<file path="config.mk">
export PLATFORM = sky130hd
export DESIGN_NAME = rapm_top
export DESIGN_NICKNAME = d
export VERILOG_FILES = /design/src/pkg/rapm_pkg.sv /design/src/pkg/rapm_reg_if.sv /design/src/hdl/rapm_sync.sv /design/src/hdl/rapm_wb_slave.sv /design/src/hdl/rapm_top.sv
export SDC_FILE = /design/constraint.sdc
export NUM_CORES = 1
export LEC_CHECK = 0
export BUFFER_PORTS_ARGS = -buffer_cell sky130_fd_sc_hd__buf_2
export CORE_MARGIN = 2
export CORE_UTILIZATION = 47
export CTS_CLUSTER_SIZE = 10
export DETAILED_ROUTE_END_ITERATION = 8
export PLACE_DENSITY = 0.79
export SLEW_MARGIN = 15
export SYNTH_ARGS = -nofsm -noshare
export SYNTH_HDL_FRONTEND = slang
export SYNTH_SLANG_ARGS = --single-unit
</file>
<file path="constraint.sdc">
create_clock -name clk_i -period 1.5 [get_ports clk_i]
set_input_delay 0.15 -clock clk_i [delete_from_list [all_inputs] [get_ports clk_i]]
set_output_delay 0.15 -clock clk_i [all_outputs]
set_load 0.01 [all_outputs]
</file>
<file path="src/pkg/rapm_pkg.sv">
`default_nettype none
// ----------------------------------------------------------------------------
// Shared constants for the reset and port A pin multiplexer.
// ----------------------------------------------------------------------------
package rapm_pkg;

	// Register byte offsets on the register bus.
	localparam logic [7:0] REG_FSEL_OFS = 8'h00;
	localparam logic [7:0] REG_ACAL_OFS = 8'h04;
	localparam logic [7:0] REG_DIR_OFS = 8'h08;
	localparam logic [7:0] REG_DOUT_OFS = 8'h0c;
	localparam logic [7:0] REG_DIN_OFS = 8'h10;
	localparam logic [7:0] REG_RCTL_OFS = 8'h14;

	// Function select field: two bits per port A pin, then the reset pin mode.
	localparam int FSEL_FW = 2;
	localparam int FSEL_RGPIO_BIT = 8;
	localparam int FSEL_W = 9;

	// Function codes of a port A pin.
	localparam logic [1:0] FN_GPIO = 2'h0;
	localparam logic [1:0] FN_ANALOG = 2'h1;
	localparam logic [1:0] FN_ALT = 2'h2;

	// Converter calibration bits: reference select for pins 2 and 3.
	localparam int ACAL_REFH_BIT = 0;
	localparam int ACAL_REFL_BIT = 1;
	localparam int ACAL_W = 2;

	// Direction and data registers: bits 3..0 port A, bit 4 reset pin.
	localparam int D4_BIT = 4;
	localparam int PORT_W = 5;

	// Reset control: cause bits, write one to clear, and a request bit.
	localparam int CAUSE_POR_BIT = 0;
	localparam int CAUSE_WDOG_BIT = 1;
	localparam int CAUSE_SW_BIT = 2;
	localparam int CAUSE_PIN_BIT = 3;
	localparam int CAUSE_W = 4;
	localparam int RCTL_SWRST_BIT = 8;

	// Reset values.
	localparam logic [FSEL_W-1:0] FSEL_RST = 9'h000;
	localparam logic [ACAL_W-1:0] ACAL_RST = 2'h0;
	localparam logic [PORT_W-1:0] DIR_RST = 5'h00;
	localparam logic [PORT_W-1:0] DOUT_RST = 5'h00;
	localparam logic [CAUSE_W-1:0] CAUSE_RST = 4'h0;

endpackage : rapm_pkg
`default_nettype wire

</file>
<file path="src/pkg/rapm_reg_if.sv">
`timescale 1ns/1ps
`default_nettype none
// ----------------------------------------------------------------------------
// Decoded register access between the bus slave and the register file.
// ----------------------------------------------------------------------------
interface rapm_reg_if #(
	parameter int AW = 8,
	parameter int DW = 32
);
	logic rd_stb;
	logic wr_stb;
	logic [AW-1:0] addr;
	logic [DW-1:0] wdata;
	logic [DW/8-1:0] sel;
	logic [DW-1:0] rdata;

	// The bus side issues strobes; the register side answers with data.
	modport bus (output rd_stb, wr_stb, addr, wdata, sel, input rdata);
	modport regs (input rd_stb, wr_stb, addr, wdata, sel, output rdata);
endinterface : rapm_reg_if
`default_nettype wire

</file>
<file path="src/hdl/rapm_sync.sv">
`timescale 1ns/1ps
`default_nettype none
// ----------------------------------------------------------------------------
// Two-stage synchroniser for pin levels.
// ----------------------------------------------------------------------------
module rapm_sync #(
	parameter int W = 1,
	parameter logic [W-1:0] RST_VAL = '0
) (
	input wire logic clk_i, // Clock.
	input wire logic rst_i, // Synchronous reset.
	input wire logic [W-1:0] d_i, // Asynchronous levels.
	output logic [W-1:0] q_o // Synchronised levels.
);
	logic [W-1:0] meta_q;
	logic [W-1:0] sync_q;

	// The first stage is read only by the second stage.
	// Reset loads both stages with the idle level of each pin.
	always_ff @(posedge clk_i) begin
		if (rst_i) begin
			meta_q <= RST_VAL;
			sync_q <= RST_VAL;
		end else begin
			meta_q <= d_i;
			sync_q <= meta_q;
		end
	end

	assign q_o = sync_q;
endmodule : rapm_sync
`default_nettype wire

</file>
<file path="src/hdl/rapm_wb_slave.sv">
`timescale 1ns/1ps
`default_nettype none
// ----------------------------------------------------------------------------
// Classic Wishbone slave: one wait state, registered ack and read data.
// ----------------------------------------------------------------------------
module rapm_wb_slave #(
	parameter int AW = 8,
	parameter int DW = 32
) (
	input wire logic clk_i, // Clock.
	input wire logic rst_i, // Synchronous reset.
	input wire logic cyc_i, // Bus cycle.
	input wire logic stb_i, // Strobe.
	input wire logic we_i, // Write enable.
	input wire logic [AW-1:0] adr_i, // Byte address.
	input wire logic [DW/8-1:0] sel_i, // Byte enables.
	input wire logic [DW-1:0] dat_i, // Write data.
	output logic [DW-1:0] dat_o, // Read data.
	output logic ack_o, // Acknowledge.
	rapm_reg_if.bus rif // Decoded access.
);
	logic req;
	logic ack_q;
	logic [DW-1:0] dat_q;

	assign req = cyc_i & stb_i;

	// Ack rises one cycle after the request and falls in the next cycle.
	always_ff @(posedge clk_i) begin
		if (rst_i) begin
			ack_q <= 1'b0;
		end else begin
			ack_q <= req & ~ack_q;
		end
	end

	// Read data is captured on the edge that raises ack.
	always_ff @(posedge clk_i) begin
		if (rst_i) begin
			dat_q <= '0;
		end else if (req && !ack_q) begin
			dat_q <= rif.rdata;
		end
	end

	// A write lands on the edge at which the master sees ack.
	assign rif.rd_stb = req & ~ack_q;
	assign rif.wr_stb = req & we_i & ack_q;
	assign rif.addr = adr_i;
	assign rif.wdata = dat_i;
	assign rif.sel = sel_i;
	assign dat_o = dat_q;
	assign ack_o = ack_q;
endmodule : rapm_wb_slave
`default_nettype wire

</file>
<file path="src/hdl/rapm_top.sv">
// Implementation choices: register access over Wishbone and the register addresses.
`timescale 1ns/1ps
`default_nettype none
// Notes on behaviour
// Reset pin selectable as input or open-drain output.
// Reset pin in port mode never resets.
// Port mode: only power-on, watchdog, software reset.
// Port A bit 0 leaves reset as GPIO.
// Port A bits 1 to 3 leave reset GPIO.
// Bit 0 analog feeds converter 0, comparator 3.
// Bit 1 analog feeds converter 1, comparator 0.
// Bit 2 analog: converter 2 or high reference.
// Calibration bit picks bit 2 channel or reference.
// Bit 3 analog: converter 3 or low reference.
// Bit 0 alternate output drives comparator C output.
// Calibration bit picks bit 3 channel or reference.
// Every reset source restores GPIO pin functions.
module rapm_top
	import rapm_pkg::*;
#(
	parameter int AW = 8,
	parameter int DW = 32,
	parameter int PA_PINS = 4
) (
	input wire logic clk_i, // Clock, 40 MHz.
	input wire logic rst_i, // Synchronous reset, active high.
	input wire logic wb_cyc_i, // Wishbone cycle.
	input wire logic wb_stb_i, // Wishbone strobe.
	input wire logic wb_we_i, // Wishbone write enable.
	input wire logic [AW-1:0] wb_adr_i, // Wishbone byte address.
	input wire logic [DW/8-1:0] wb_sel_i, // Wishbone byte enables.
	input wire logic [DW-1:0] wb_dat_i, // Wishbone write data.
	output logic [DW-1:0] wb_dat_o, // Wishbone read data.
	output logic wb_ack_o, // Wishbone acknowledge.
	input wire logic rst_pin_i, // Reset pin level.
	output logic rst_pin_o, // Reset pin drive level, always low.
	output logic rst_pin_oe_o, // Reset pin pull-down enable.
	input wire logic [PA_PINS-1:0] pa_pin_i, // Port A pin levels.
	output logic [PA_PINS-1:0] pa_pin_o, // Port A drive levels.
	output logic [PA_PINS-1:0] pa_pin_oe_o, // Port A drive enables.
	input wire logic por_i, // Power-on reset request.
	input wire logic watchdog_reset_src_i, // Watchdog reset request.
	input wire logic cmp_c_output_i, // Comparator C output.
	output logic sys_reset_o, // Device reset request.
	output logic [PA_PINS-1:0] pa_ana_en_o, // Pin in analog mode.
	output logic [PA_PINS-1:0] adc_a_chan_en_o, // Converter channel taps.
	output logic adc_a_ref_high_en_o, // Bit 2 is high reference.
	output logic adc_a_ref_low_en_o, // Bit 3 is low reference.
	output logic [PA_PINS-1:0] cmp_a_input_en_o // Comparator A taps.
);
	// ------------------------------------------------------------------------
	// Bus slave and pin synchronisers
	// ------------------------------------------------------------------------
	rapm_reg_if #(.AW(AW), .DW(DW)) rif ();

	// The slave turns each bus cycle into read and write strobes.
	rapm_wb_slave #(.AW(AW), .DW(DW)) u_wb (
		.clk_i(clk_i),
		.rst_i(rst_i),
		.cyc_i(wb_cyc_i),
		.stb_i(wb_stb_i),
		.we_i(wb_we_i),
		.adr_i(wb_adr_i),
		.sel_i(wb_sel_i),
		.dat_i(wb_dat_i),
		.dat_o(wb_dat_o),
		.ack_o(wb_ack_o),
		.rif(rif)
	);

	logic [PA_PINS+1:0] pin_s;
	logic [PA_PINS-1:0] pa_s;
	logic rst_pin_s;
	logic cmp_c_s;

	// Pins and the comparator output are asynchronous to the clock.
	// The reset pin idles high; a low reset value would fake a pin reset.
	rapm_sync #(.W(PA_PINS + 2), .RST_VAL({2'h1, {PA_PINS{1'h0}}})) u_sync (
		.clk_i(clk_i),
		.rst_i(rst_i),
		.d_i({cmp_c_output_i, rst_pin_i, pa_pin_i}),
		.q_o(pin_s)
	);

	assign pa_s = pin_s[PA_PINS-1:0];
	assign rst_pin_s = pin_s[PA_PINS];
	assign cmp_c_s = pin_s[PA_PINS+1];

	// ------------------------------------------------------------------------
	// Register file
	// ------------------------------------------------------------------------
	logic [FSEL_W-1:0] fsel_q;
	logic [ACAL_W-1:0] acal_q;
	logic [PORT_W-1:0] dir_q;
	logic [PORT_W-1:0] dout_q;
	logic [CAUSE_W-1:0] cause_q;
	logic [CAUSE_W-1:0] cause_set;
	logic [CAUSE_W-1:0] cause_clr;
	logic sw_req_q;
	logic sys_reset_q;
	logic cfg_rst;
	logic pin_rst;
	logic rst_gpio;
	logic [DW-1:0] bmask;
	logic [DW-1:0] wmask;
	logic [DW-1:0] rdata;

	// Byte enables widen to a bit mask for partial writes.
	always_comb begin
		bmask = '0;
		for (int b = 0; b < DW / 8; b++) begin
			bmask[b*8 +: 8] = {8{rif.sel[b]}};
		end
	end

	assign wmask = rif.wdata & bmask;
	assign rst_gpio = fsel_q[FSEL_RGPIO_BIT];

	// Pin configuration is cleared by the bus reset and by every device reset.
	assign cfg_rst = rst_i | sys_reset_q;

	// Function selection for port A and the reset pin mode.
	always_ff @(posedge clk_i) begin
		if (cfg_rst) begin
			fsel_q <= FSEL_RST;
		end else if (rif.wr_stb && rif.addr == REG_FSEL_OFS) begin
			fsel_q <= (fsel_q & ~bmask[FSEL_W-1:0]) | wmask[FSEL_W-1:0];
		end
	end

	// Reference selection for port A bits 2 and 3.
	always_ff @(posedge clk_i) begin
		if (cfg_rst) begin
			acal_q <= ACAL_RST;
		end else if (rif.wr_stb && rif.addr == REG_ACAL_OFS) begin
			acal_q <= (acal_q & ~bmask[ACAL_W-1:0]) | wmask[ACAL_W-1:0];
		end
	end

	// Direction bits; the reset pin bit selects open-drain output.
	always_ff @(posedge clk_i) begin
		if (cfg_rst) begin
			dir_q <= DIR_RST;
		end else if (rif.wr_stb && rif.addr == REG_DIR_OFS) begin
			dir_q <= (dir_q & ~bmask[PORT_W-1:0]) | wmask[PORT_W-1:0];
		end
	end

	// Output data bits.
	always_ff @(posedge clk_i) begin
		if (cfg_rst) begin
			dout_q <= DOUT_RST;
		end else if (rif.wr_stb && rif.addr == REG_DOUT_OFS) begin
			dout_q <= (dout_q & ~bmask[PORT_W-1:0]) | wmask[PORT_W-1:0];
		end
	end

	// A software reset request is a one-cycle pulse from a write of one.
	always_ff @(posedge clk_i) begin
		if (rst_i) begin
			sw_req_q <= 1'b0;
		end else begin
			sw_req_q <= rif.wr_stb && rif.addr == REG_RCTL_OFS &&
				wmask[RCTL_SWRST_BIT];
		end
	end

	// The low pin resets only while the pin is not in port mode.
	assign pin_rst = ~rst_pin_s & ~rst_gpio;

	// Reset request: in port mode only the internal sources remain.
	always_ff @(posedge clk_i) begin
		if (rst_i) begin
			sys_reset_q <= 1'b0;
		end else begin
			sys_reset_q <= por_i | watchdog_reset_src_i | sw_req_q |
				pin_rst;
		end
	end

	// Reset causes are sticky, cleared by writing one; a new cause wins.
	always_comb begin
		cause_set = '0;
		cause_set[CAUSE_POR_BIT] = por_i;
		cause_set[CAUSE_WDOG_BIT] = watchdog_reset_src_i;
		cause_set[CAUSE_SW_BIT] = sw_req_q;
		cause_set[CAUSE_PIN_BIT] = pin_rst;
		cause_clr = '0;
		if (rif.wr_stb && rif.addr == REG_RCTL_OFS) begin
			cause_clr = wmask[CAUSE_W-1:0];
		end
	end

	// Cause bits survive device resets; of the resets, only the bus reset clears them.
	always_ff @(posedge clk_i) begin
		if (rst_i) begin
			cause_q <= CAUSE_RST;
		end else begin
			cause_q <= cause_set | (cause_q & ~cause_clr);
		end
	end

	// Read decode; unmapped offsets read as zero.
	always_comb begin
		rdata = '0;
		if (rif.addr == REG_FSEL_OFS) begin
			rdata[FSEL_W-1:0] = fsel_q;
		end else if (rif.addr == REG_ACAL_OFS) begin
			rdata[ACAL_W-1:0] = acal_q;
		end else if (rif.addr == REG_DIR_OFS) begin
			rdata[PORT_W-1:0] = dir_q;
		end else if (rif.addr == REG_DOUT_OFS) begin
			rdata[PORT_W-1:0] = dout_q;
		end else if (rif.addr == REG_DIN_OFS) begin
			rdata[PORT_W-1:0] = {rst_pin_s, pa_s};
		end else if (rif.addr == REG_RCTL_OFS) begin
			rdata[CAUSE_W-1:0] = cause_q;
		end
	end

	// Read data is offered only while rd_stb is high, in the first cycle of each access.
	assign rif.rdata = rif.rd_stb ? rdata : '0;

	// ------------------------------------------------------------------------
	// Port A function multiplexing
	// ------------------------------------------------------------------------
	logic [PA_PINS-1:0] pa_o_d;
	logic [PA_PINS-1:0] pa_oe_d;
	logic [PA_PINS-1:0] ana_d;
	logic [PA_PINS-1:0] chan_d;
	logic [PA_PINS-1:0] cmp_d;
	logic refh_d;
	logic refl_d;
	logic rst_oe_d;

	// Each pin picks GPIO, analog, or, on bit 0 only, the alternate output.
	for (genvar i = 0; i < PA_PINS; i++) begin : g_pin
		localparam int CI = (i + 3) % PA_PINS;
		logic [1:0] fn;
		logic alt;

		assign fn = fsel_q[i*FSEL_FW +: FSEL_FW];
		assign alt = (i == 0) && (fn == FN_ALT);
		assign ana_d[i] = (fn == FN_ANALOG);
		assign pa_o_d[i] = alt ? cmp_c_s : dout_q[i];
		assign pa_oe_d[i] = alt | (~ana_d[i] & dir_q[i]);
		// Analog pin n taps comparator A input (n + 3) mod 4.
		assign cmp_d[CI] = ana_d[i];
		if (i == 2) begin : g_refh
			assign chan_d[i] = ana_d[i] & ~acal_q[ACAL_REFH_BIT];
		end else if (i == 3) begin : g_refl
			assign chan_d[i] = ana_d[i] & ~acal_q[ACAL_REFL_BIT];
		end else begin : g_chan
			assign chan_d[i] = ana_d[i];
		end
	end

	assign refh_d = ana_d[2] & acal_q[ACAL_REFH_BIT];
	assign refl_d = ana_d[3] & acal_q[ACAL_REFL_BIT];

	// The reset pin only ever pulls low, and only in port output mode.
	assign rst_oe_d = rst_gpio & dir_q[D4_BIT] & ~dout_q[D4_BIT];

	// ------------------------------------------------------------------------
	// Registered outputs
	// ------------------------------------------------------------------------
	logic [PA_PINS-1:0] pa_o_q;
	logic [PA_PINS-1:0] pa_oe_q;
	logic [PA_PINS-1:0] ana_q;
	logic [PA_PINS-1:0] chan_q;
	logic [PA_PINS-1:0] cmp_q;
	logic refh_q;
	logic refl_q;
	logic rst_oe_q;

	// All pin and routing outputs but the constant rst_pin_o are flopped to avoid glitches.
	always_ff @(posedge clk_i) begin
		if (rst_i) begin
			pa_o_q <= '0;
			pa_oe_q <= '0;
			ana_q <= '0;
			chan_q <= '0;
			cmp_q <= '0;
			refh_q <= 1'b0;
			refl_q <= 1'b0;
			rst_oe_q <= 1'b0;
		end else begin
			pa_o_q <= pa_o_d;
			pa_oe_q <= pa_oe_d;
			ana_q <= ana_d;
			chan_q <= chan_d;
			cmp_q <= cmp_d;
			refh_q <= refh_d;
			refl_q <= refl_d;
			rst_oe_q <= rst_oe_d;
		end
	end

	assign pa_pin_o = pa_o_q;
	assign pa_pin_oe_o = pa_oe_q;
	assign pa_ana_en_o = ana_q;
	assign adc_a_chan_en_o = chan_q;
	assign cmp_a_input_en_o = cmp_q;
	assign adc_a_ref_high_en_o = refh_q;
	assign adc_a_ref_low_en_o = refl_q;
	assign rst_pin_oe_o = rst_oe_q;
	assign rst_pin_o = 1'b0;
	assign sys_reset_o = sys_reset_q;
endmodule : rapm_top
`default_nettype wire

</file>
# Yosys cells after proc, flatten, opt, wreduce, memory -nomap -nowiden
# Index checks and enable logic that the tools add are counted.
# totals
ff_bits	95
latch_bits	0
ramBits	0
mem_bits_ro	0
input_bits	57
word_cells	95
n_memories	0
# op_classes
add_sub_neg	0
multipliers	0
n_div	0
order_cmp	0
eq_ne	10
shifts	0
muxes	12
bitwise_logic	45
n_reduce_logical	9
# ops
op	n
bitwise AND 9 bit	2
== test 8 x 4 -> 1 bit, second input constant	2
== test 8 x 5 -> 1 bit, second input constant	2
two-way mux 4 bit	4
bitwise AND 1 bit	15
two-way mux 5 bit	3
bitwise AND 5 bit	2
inverter 1 bit	10
OR 5 bit	2
two-way mux 9 bit	1
inverter 9 bit	1
OR 9 bit	1
== test 2 x 1 -> 1 bit, second input constant	4
== test 8 x 3 -> 1 bit, second input constant	1
zero test 8 bit	1
logical AND 1 bit	7
inverter 5 bit	1
OR 1 bit	5
bitwise AND 4 bit	1
inverter 4 bit	1
OR 4 bit	1
two-way mux 3 bit	1
bitwise AND 2 bit	1
== test 2 bit, second input constant	1
5 further kinds	6

# Depth between registers and ports, before layout
# Gate-level depths: netlist of the first run.
# logic_depth
ltp_word	8
depth_mapped	6
depth_no_buf	4

# By module
# From an unflattened synthesis of the first run, not the netlist that was laid out.
# hier_totals
cells_unflattened	422
hier_area_um2	4146.5
# modules_own_cells
module	instances	cells_per_inst	area_each_um2	seq_area_each_um2
rapm_top	1	210	1984.4	880.8
rapm_wb_slave	1	187	1835.5	660.6
rapm_sync	1	25	326.6	240.2

# Least setup slack after synthesis of the first run
# No wires, ideal clock.
# synth_timing
kind	reg2reg
start	reg u_wb.ack_q (netlist: u_wb.ack_o)
end	reg with a tool-made name
setup_time_ps	128
arrival_time_ps	1255
path_slack_ps	118
path_stages_with_launch	7
path_buffers	2
synth_period_minus_slack_ps	1382
cell_sequence	dfxtp_1 and4_1 buf_2 and4_1 buf_4 mux2i_1 nor2_1
# synth_rtl
item	line	rtl
start: declaration	rapm_wb_slave.sv:23	logic ack_q;
start signal: assignment	rapm_wb_slave.sv:33	ack_q <= req & ~ack_q;

==> flow_summary.yaml, run 1 <==
setup_path:
  r2r_setup_slack_ns: 0.15
  cp_top_family: "simple AND/OR/NAND/NOR gates"
  slowest_stage: "dfxtp_1"
  worstSetupEndpointType: "register"
  path_cells: "and4_4 > buf_4 > nand4_2 > buf_4 > mux2i_1 > nor2_1"
  cpMostUsedCell: "buf_4"
  ff2ff_path_depth: 6
  path_class: "reg -> reg"
  worstPathRequired_ns: 1.72
  startpoint_type: "register"
  crit_path_max_incr_delay_ns: 0.33
  arrival_ns: 1.57
  crit_fanout: 8
  r2r-start: "u_wb.ack_o"
  worstPathBufferInverterCount: 2
final_layout:
  final_cells: 431
  layout-drive-gt1-share_pct: 29.2
  syn_to_final_growth_pct: 19.6
  seqCellArea_mm2: 0.00132
  multi_input_area_mm2: 0.00121
  n_fill_cell: 495
  fin_nets: 412
  n_antenna_cell: 0
yosys:
  synth_edf_count: 0
  synthTopCellsByArea: "dfxtp_1 (48%), mux2i_1 (11%), buf_4 (8.5%), nor2b_1 (5.2%), nor2_1 (5.1%)"
  synth-xor-area-share_pct: 0
  synth_simple_gate_area_share_pct: 22.3
  yosysSeqAreaShare_pct: 48.1
  syn_inst: 282
  synth_top_area_share_pct: 48.1
  synth_compound_gate_area_share_pct: 7.01
  synthesis.area_mm2: 0.00275
  synth.avg_cell_area_um2: 9.75
  ys_types: 39
  synth_top_family_by_area: "simple AND/OR/NAND/NOR gates"
  synth.largest_area_cell: "dfxtp_1"
  ys_ff_latch: 66
  ys_warn_count: 0
  synth-adder-area-share_pct: 0
  synthMuxAreaShare_pct: 11.3
  ys_async_sr_fraction_pct: 0
  synthFlopType: "dfxtp_1"
grt:
  overflow: 0
  grt_pass1_vias: 1945
  grt_max_degree: 22
  grt_pass1_wl_um: 9090
  use_met3_pct: 6.85
  grt_use_met1_pct: 23.1
  grt_usage_pct: 19.0
  antenna_found_initial: 0
  use_met2_pct: 30.4
  busiest_layer: "met2"
route:
  vias: 2164
  first_pass_iters: 4
  drtIter0Drc: 101
  wl_per_cell_um: 13.6
  drt-total-wl_um: 5870
  ant_nets: 0
  drcViolationCount: 0
  viasPerCell: 5.02
clock_tree:
  cts_tree: "built"
  clk_pin_slew_ns: 0.06
  clock_sinks: 66
  clock_latency_ns: 0.34
  clock_path_buffers: 2
  cts_htree_levels: 3
  root_buffer: "clkbuf_8"
  numCtsBuffers: 9
timing:
  post-route-min-period_ns: 1.35
  fmax_ghz: 0.740
  rsz0062_at_grt: "no"
  final_max_slew_viol_count: 0
  clock_skew_ns: 0.00648
  final.setup.tns_ns: 0
  setup_viol: 0
  fin_crit_sh_pct: 90.1
  hold_violations: 0
placement:
  place_inst: 415
  routabilityCongestion: 0.868
  port_buffers: 65
  dpl.hpwl_um: 4400
floorplanning:
  io_pins: 115
  core-area_mm2: 0.00557
  start_util_pct: 49.3
  die_h_um: 80.5
  die_area_mm2: 0.00648
  die_x_um: 80.5
  num_rows: 27
run_status:
  outcome: "finished clean"
power_and_ir_drop:
  p_leak_uw: 0.00159
  irDropWorstVdd_mv: 0.640
  power_density_mw_per_mm2: 1050
run:
  max_cap_viol_count: 0
hold_path:
  min-delay-start: "pa_pin_i[0]"
  hold_path.class: "in -> reg"
  whs_endpoint: "u_sync.meta_q[0]"
  hold_depth: 2
-- layer usage --
| metal | part of all wire, % | vias up |
|---|---|---|
| met2 | 49 | 90 |
| li1 | - | 1054 |
| met5 | 0 | - |
| met1 | 43 | 1008 |
| met3 | 7.1 | 12 |
| met4 | 1.7 | 0 |
-- layout by cell type (no fill, tap or decap), types with 4 or more instances in the layout --
cell type  instances
dfxtp_1           66
buf_2             65
nand2_1           10
a21oi_1            7
and2_1             6
o21ai_0            4
mux2i_1           31
a311oi_1           4
clkbuf_8          10
inv_1              6
nor2b_1           23
nand3_1            5
conb_1            24
buf_4             14
nor2_1            37
-- layout make-up --
class	count	area share, %
well taps	72	2.74
inverters	6	0.685
clock inverters	3	1.22
clock buffers	12	4.42
flip-flops and latches	66	40.2
repair buffers	81	14.0
multi-input cells	191	36.7
-- worst max path at each step --
stage / startpoint / end / slack, ns / cells after the start
floorplan: u_wb.ack_o / register / 0.12 / 6
global placement: wb_adr_i[2] / register / 0.11 / 6
detailed placement: wb_adr_i[2] / register / 0.06 / 6
CTS: u_wb.ack_o / register / 0.08 / 6
global route: u_wb.ack_o / register / 0.03 / 6
finish: u_wb.ack_o / register / 0.15 / 6
-- power breakdown --
group          switching [µW]  internal [µW]
clock network             607            798
logic                     152           92.7
registers                10.8           1780
total                     771           2670
-- cells in the mapped netlist, drive strengths merged (2+ instances only) --
master / n
a21oi: 7
a221oi: 2
a311oi: 4
a31oi: 2
and2: 6
and4: 2
buf: 36
clkbuf: 6
dfxtp: 66
inv: 6
mux2i: 31
nand2: 10
nand2b: 2
nand3: 5
nand4: 5
nor2: 37
nor2b: 23
nor3: 4
nor3b: 3
nor4: 3
nor4bb: 2
o2111ai: 2
o21ai: 4
o22ai: 2
or2: 3
-- cell families after synthesis --
kind of cell,after synthesis
AO/OA/AOI/OAI,27
flip-flops,66
multiplexers,31
buffers and inverters,48
other,1
AND/OR/NAND/NOR,109
-- timing repair --
action / CTS / global route
endpoints found under the setup margin: 0 / 6
hold buffers: 1 / 0
gates resized for setup: 0 / 2
hold endpoints to repair: 1 / 0
buffers inserted: 0 / 0
-- stage by stage --
| step | power (µW) | instance area, µm² | util [%] | setup WS (ns) | hold slack, ns |
|---|---|---|---|---|---|
| 6_report | 3440 | 3290 | 59.0 | 0.148 | 0.0191 |
| 5_1_grt | 3560 | 3290 | 59.0 | 0.0345 | 0.0130 |
| 4_1_cts | 3480 | 3280 | 58.9 | 0.0820 | 0.00701 |
| 3_5_place_dp | 2070 | 3090 | 55.4 | 0.0622 | 0.348 |
| 3_3_place_gp | 2060 | 3090 | 55.4 | 0.105 | 0.333 |
| 2_1_floorplan | 2000 | 2840 | - | 0.118 | 0.236 |
-- worst reg2reg max path: cells and delay by family (launching register included) --
kind | cells | cell delay, ns
AND/OR/NAND/NOR | 3 | 0.41
flip-flops | 1 | 0.33
buffers and inverters | 2 | 0.32
multiplexers | 1 | 0.17
(Power assumes the default switching activity.)
==> run 2, diff against run 1 <==
--- a/config.mk
+++ b/config.mk
@@ -5,7 +5,7 @@
 export SDC_FILE = /design/constraint.sdc
 export NUM_CORES = 1
 export LEC_CHECK = 0
-export BUFFER_PORTS_ARGS = -buffer_cell sky130_fd_sc_hd__buf_2
+export BUFFER_PORTS_ARGS = -buffer_cell sky130_fd_sc_hd__buf_4
 export CORE_MARGIN = 2
 export CORE_UTILIZATION = 47
 export CTS_CLUSTER_SIZE = 10
==> run 2 against run 1 <==
Against the previous run:
- critical path type unchanged
- highest routed layer unchanged
- worst hold slack got worse by 0.012 ns
- largest power group unchanged
- combinational power up 11%
- flip-flop and latch count unchanged
- clock skew down 0.0017 ns
- die area unchanged
==> flow_summary.yaml, run 2 (synthesized netlist as in run 1, its figures left out) <==
grt:
  antenna_found_initial: 0
  grt_max_degree: 23
  grt_pass1_wl_um: 9400
  grt_pass1_vias: 1944
  overflow: 0
  grt_usage_pct: 19.8
route:
  viasPerCell: 5.00
  drt-total-wl_um: 6060
  ant_nets: 0
  drcViolationCount: 0
  first_pass_iters: 4
  drtIter0Drc: 118
  wl_per_cell_um: 14.1
  vias: 2155
timing:
  whs_ns: 0.00734
  setup_viol: 0
  fmax_ghz: 0.714
  fin_crit_sh_pct: 93.4
  rsz0062_at_grt: "no"
  final.setup.tns_ns: 0
  post-route-min-period_ns: 1.40
  clock_skew_ns: 0.00481
  final_max_slew_viol_count: 0
  hold_violations: 0
final_layout:
  fin_util_pct: 62.3
  layout_commonest_cell: "buf_4"
  syn_to_final_growth_pct: 26.4
  layout-drive-gt1-share_pct: 29.8
  most-common-layout-cells: "buf_4 (78), dfxtp_1 (66), nor2_1 (37)"
  fin_nets: 411
  n_antenna_cell: 0
setup_path:
  worstSetupEndpointType: "register"
  arrival_ns: 1.63
  crit_fanout: 8
  crit_path_max_incr_delay_ns: 0.32
  worstPathBufferInverterCount: 2
  cp_top_family: "simple AND/OR/NAND/NOR gates"
  r2r_setup_slack_ns: 0.1
  ff2ff_path_depth: 6
  startpoint_type: "register"
  setup.worst_path.start: "u_wb.ack_o"
  r2r-start: "u_wb.ack_o"
  path_cells: "and4_2 > buf_4 > nand4_2 > buf_4 > mux2i_1 > nor2_1"
  path_class: "reg -> reg"
  worstPathRequired_ns: 1.73
  cpMostUsedCell: "buf_4"
  slowest_stage: "dfxtp_1"
  path_depth: 6
run:
  max_cap_viol_count: 0
floorplanning:
  die_area_mm2: 0.00648
  die_h_um: 80.5
  die_x_um: 80.5
  num_rows: 27
  io_pins: 115
  start_util_pct: 49.3
  core-area_mm2: 0.00557
hold_path:
  min-delay-start: "pa_pin_i[2]"
  hold_path.class: "in -> reg"
clock_tree:
  cts_tree: "built"
  clk_pin_slew_ns: 0.07
  root_buffer: "clkbuf_8"
  clock_latency_ns: 0.35
  cts_htree_levels: 3
  numCtsBuffers: 9
  clock_path_buffers: 2
  clock_sinks: 66
power_and_ir_drop:
  fin_total_pwr_uw: 3700
  irDropWorstVdd_mv: 0.710
  power_density_mw_per_mm2: 1060
  p_leak_uw: 0.00163
placement:
  routabilityCongestion: 0.834
  dpl.hpwl_um: 4440
  port_buffers: 65
run_status:
  outcome: "finished clean"
-- run 2: changes by cell type in the layout (fill, tap and decap cells not counted) --
cell,delta
buf_2,-65
buf_4,+64
clkbuf_1,-2
clkinv_2,+2
and4_2,+1
and4_4,-1
bufinv_16,+1
-- run 2: worst reg2reg max path, stage by stage, from the launching register on --
cell and delay (ns):
dfxtp_1 0.32, and4_2 0.29, buf_4 0.14, nand4_2 0.09, buf_4 0.19, mux2i_1 0.18, nor2_1 0.06
-- run 2: power by group --
| group | leakage (µW) | total, µW | switching (µW) | internal (µW) |
|---|---|---|---|---|
| sequential | 0.000536 | 1790 | 9.46 | 1780 |
| clock | 0.000116 | 1640 | 668 | 968 |
| combinational | 0.000976 | 271 | 153 | 118 |
-- run 2: cell type report --
class / instances / area (µm²)
Clock buffer: 10 / 138
Tap cell: 72 / 90.1
Timing Repair Buffer: 80 / 616
Fill cell: 485 / 2100
Multi-Input combinational cell: 191 / 1210
Sequential cell: 66 / 1320
Inverter: 6 / 22.5
Clock inverter: 6 / 80.1
-- run 2: per-layer routing --
layer	routed length (µm)	track usage (%)	up-vias
li1	-	-	1057
met1	2540	24.4	987
met2	2840	30.6	92
met3	457	4.49	19
met4	214	13.6	0
met5	0	0	-
-- run 2: worst min-delay path by stage --
stage / to / slack [ns] / cells after the start
CTS: u_sync.meta_q[2] / 0.003 / 2
detailed placement: u_sync.meta_q[4] / 0.34 / 2
floorplan: cmp_a_input_en_o[2] / 0.24 / 1
finish: u_sync.meta_q[2] / 0.007 / 2
global placement: u_sync.meta_q[4] / 0.34 / 2
global route: u_sync.meta_q[2] / 0.02 / 2
-- run 2: what timing repair did --
action,CTS,global route
gates resized for setup,0,1
hold endpoints to repair,1,0
setup endpoints to repair,0,2
buffers inserted,0,0
hold buffers,1,0
-- run 2: per-stage QoR --
| stage | worst slack [ns] | cell area (µm²) | std cells |
|---|---|---|---|
| floorplan | 0.118 | 2840 | 305 |
| global placement | 0.0996 | 3240 | 414 |
| detailed placement | 0.0861 | 3240 | 414 |
| CTS | 0.0507 | 3470 | 431 |
| global route | 0.0200 | 3470 | 431 |
| finish | 0.0992 | 3470 | 431 |
==> run 3, diff against run 2 <==
--- a/config.mk
+++ b/config.mk
@@ -6,7 +6,6 @@
 export NUM_CORES = 1
 export LEC_CHECK = 0
 export BUFFER_PORTS_ARGS = -buffer_cell sky130_fd_sc_hd__buf_4
-export CORE_MARGIN = 2
 export CORE_UTILIZATION = 47
 export CTS_CLUSTER_SIZE = 10
 export DETAILED_ROUTE_END_ITERATION = 8
==> run 3 against run 2 <==
Against the previous run:
- clock power fell by 24%
- flip-flop and latch count did not move
- register-to-register slack barely moved
- sequential share of layout area rose by 0.60 points
- combinational power barely moved
- final cell count fell by 0.46%
- worst hold slack improved by 0.0067 ns
- clock-buffer cell count rose by 3
- global-route usage rose by 0.36 points
- critical path depth fell by 1
- clock skew rose by 0.0020 ns
- largest power group unchanged
- highest routed layer unchanged
==> flow_summary.yaml, run 3 (synthesized netlist as in run 1, its figures left out) <==
timing:
  hold_violations: 0
  final.setup.tns_ns: 0
  setup_viol: 0
  clock_skew_ns: 0.00684
  fmax_ghz: 0.707
  rsz0062_at_grt: "no"
  post-route-min-period_ns: 1.41
  fin_crit_sh_pct: 94.2
  final_max_slew_viol_count: 0
final_layout:
  syn_to_final_growth_pct: 24.4
  multi_input_area_mm2: 0.00121
  layout_commonest_cell: "buf_4"
  n_antenna_cell: 0
  n_fill_cell: 490
  fin_nets: 412
  fin_area_mm2: 0.00342
  most-common-layout-cells: "buf_4 (80), dfxtp_1 (66), nor2_1 (37)"
  layout-drive-gt1-share_pct: 29.1
  seqCellArea_mm2: 0.00132
placement:
  dpl.hpwl_um: 4360
  port_buffers: 65
  routabilityCongestion: 0.838
  dpl_cell_area_mm2: 0.00326
clock_tree:
  clock_sinks: 66
  cts_hold_buf: 0
  numCtsBuffers: 9
  post-cts-setup-buffer-count: 0
  clock_latency_ns: 0.33
  clock_path_buffers: 2
  cts_tree: "built"
  cts_htree_levels: 3
  root_buffer: "clkbuf_8"
  clk_pin_slew_ns: 0.06
route:
  drt-total-wl_um: 5910
  wl_per_cell_um: 13.8
  vias: 2173
  drcViolationCount: 0
  ant_nets: 0
  drtIter0Drc: 121
  viasPerCell: 5.07
  first_pass_iters: 6
floorplanning:
  die_h_um: 78.5
  num_rows: 27
  core-area_mm2: 0.00557
  start_util_pct: 49.3
  io_pins: 115
  die_x_um: 78.5
  die_area_mm2: 0.00616
run:
  max_cap_viol_count: 0
setup_path:
  r2r_setup_slack_ns: 0.09
  path_class: "reg -> reg"
  cp_top_family: "simple AND/OR/NAND/NOR gates"
  slowest_stage: "dfxtp_1"
  path_depth: 5
  arrival_ns: 1.61
  worstPathBufferInverterCount: 1
  path_cells: "and4_2 > and4_1 > buf_4 > mux2i_1 > nor2_1"
  worstPathRequired_ns: 1.70
  crit_path_max_incr_delay_ns: 0.32
  startpoint_type: "register"
  r2r-start: "u_wb.ack_o"
  ff2ff_path_depth: 5
  worstSetupEndpointType: "register"
  crit_fanout: 5
  setup.worst_path.start: "u_wb.ack_o"
power_and_ir_drop:
  fin_total_pwr_uw: 3300
  power_density_mw_per_mm2: 966
  p_leak_uw: 0.00160
  irDropWorstVdd_mv: 0.622
grt:
  grt_pass1_wl_um: 9400
  antenna_found_initial: 0
  grt_usage_pct: 20.2
  grt_pass1_vias: 2004
  grt_max_degree: 23
  overflow: 0
hold_path:
  hold_path.class: "in -> reg"
run_status:
  outcome: "finished clean"
run 3: worst min-delay path by stage:
stage                     cells past startpoint       from                  end
after floorplan                               1      rst_i  cmp_a_input_en_o[2]
after global placement                        2  rst_pin_i     u_sync.meta_q[4]
after detailed placement                      2  rst_pin_i     u_sync.meta_q[4]
after CTS                                     2  rst_pin_i     u_sync.meta_q[4]
after global routing                          2  rst_pin_i     u_sync.meta_q[4]
final                                         2  rst_pin_i     u_sync.meta_q[4]
run 3: through the flow:
step	cells	worst slack [ns]	hold WS, ns	util (%)
5_1_grt	429	0.0367	0.00623	61.3
3_3_place_gp	416	0.0587	0.336	58.5
2_1_floorplan	305	0.118	0.236	-
4_1_cts	429	0.0707	0.00429	61.3
6_report	429	0.0863	0.0141	61.3
3_5_place_dp	416	0.0619	0.350	58.5
run 3: cell type report:
cell class,instances,share of cell area [%]
well taps,72,2.63
repair buffers,81,18.1
inverters,6,0.659
clock buffers,13,4.65
flip-flops and latches,66,38.6
multi-input cells,191,35.3
run 3: power by group:
group / switching [µW] / internal [µW]
logic: 152 / 118
clock network: 577 / 664
registers: 9.74 / 1780
run 3: layer usage:
metal | wire length [µm] | vias up | global-route usage, %
met5 | 0 | - | 0
met1 | 2530 | 1001 | 24.3
li1 | - | 1051 | -
met4 | 159 | 0 | 11.5
met3 | 416 | 22 | 4.07
met2 | 2810 | 99 | 33.3
run 3: timing repair:
item | in CTS | in global routing
gates resized for setup | 0 | 1
endpoints found under the setup margin | 0 | 3
hold endpoints to repair | 0 | 0
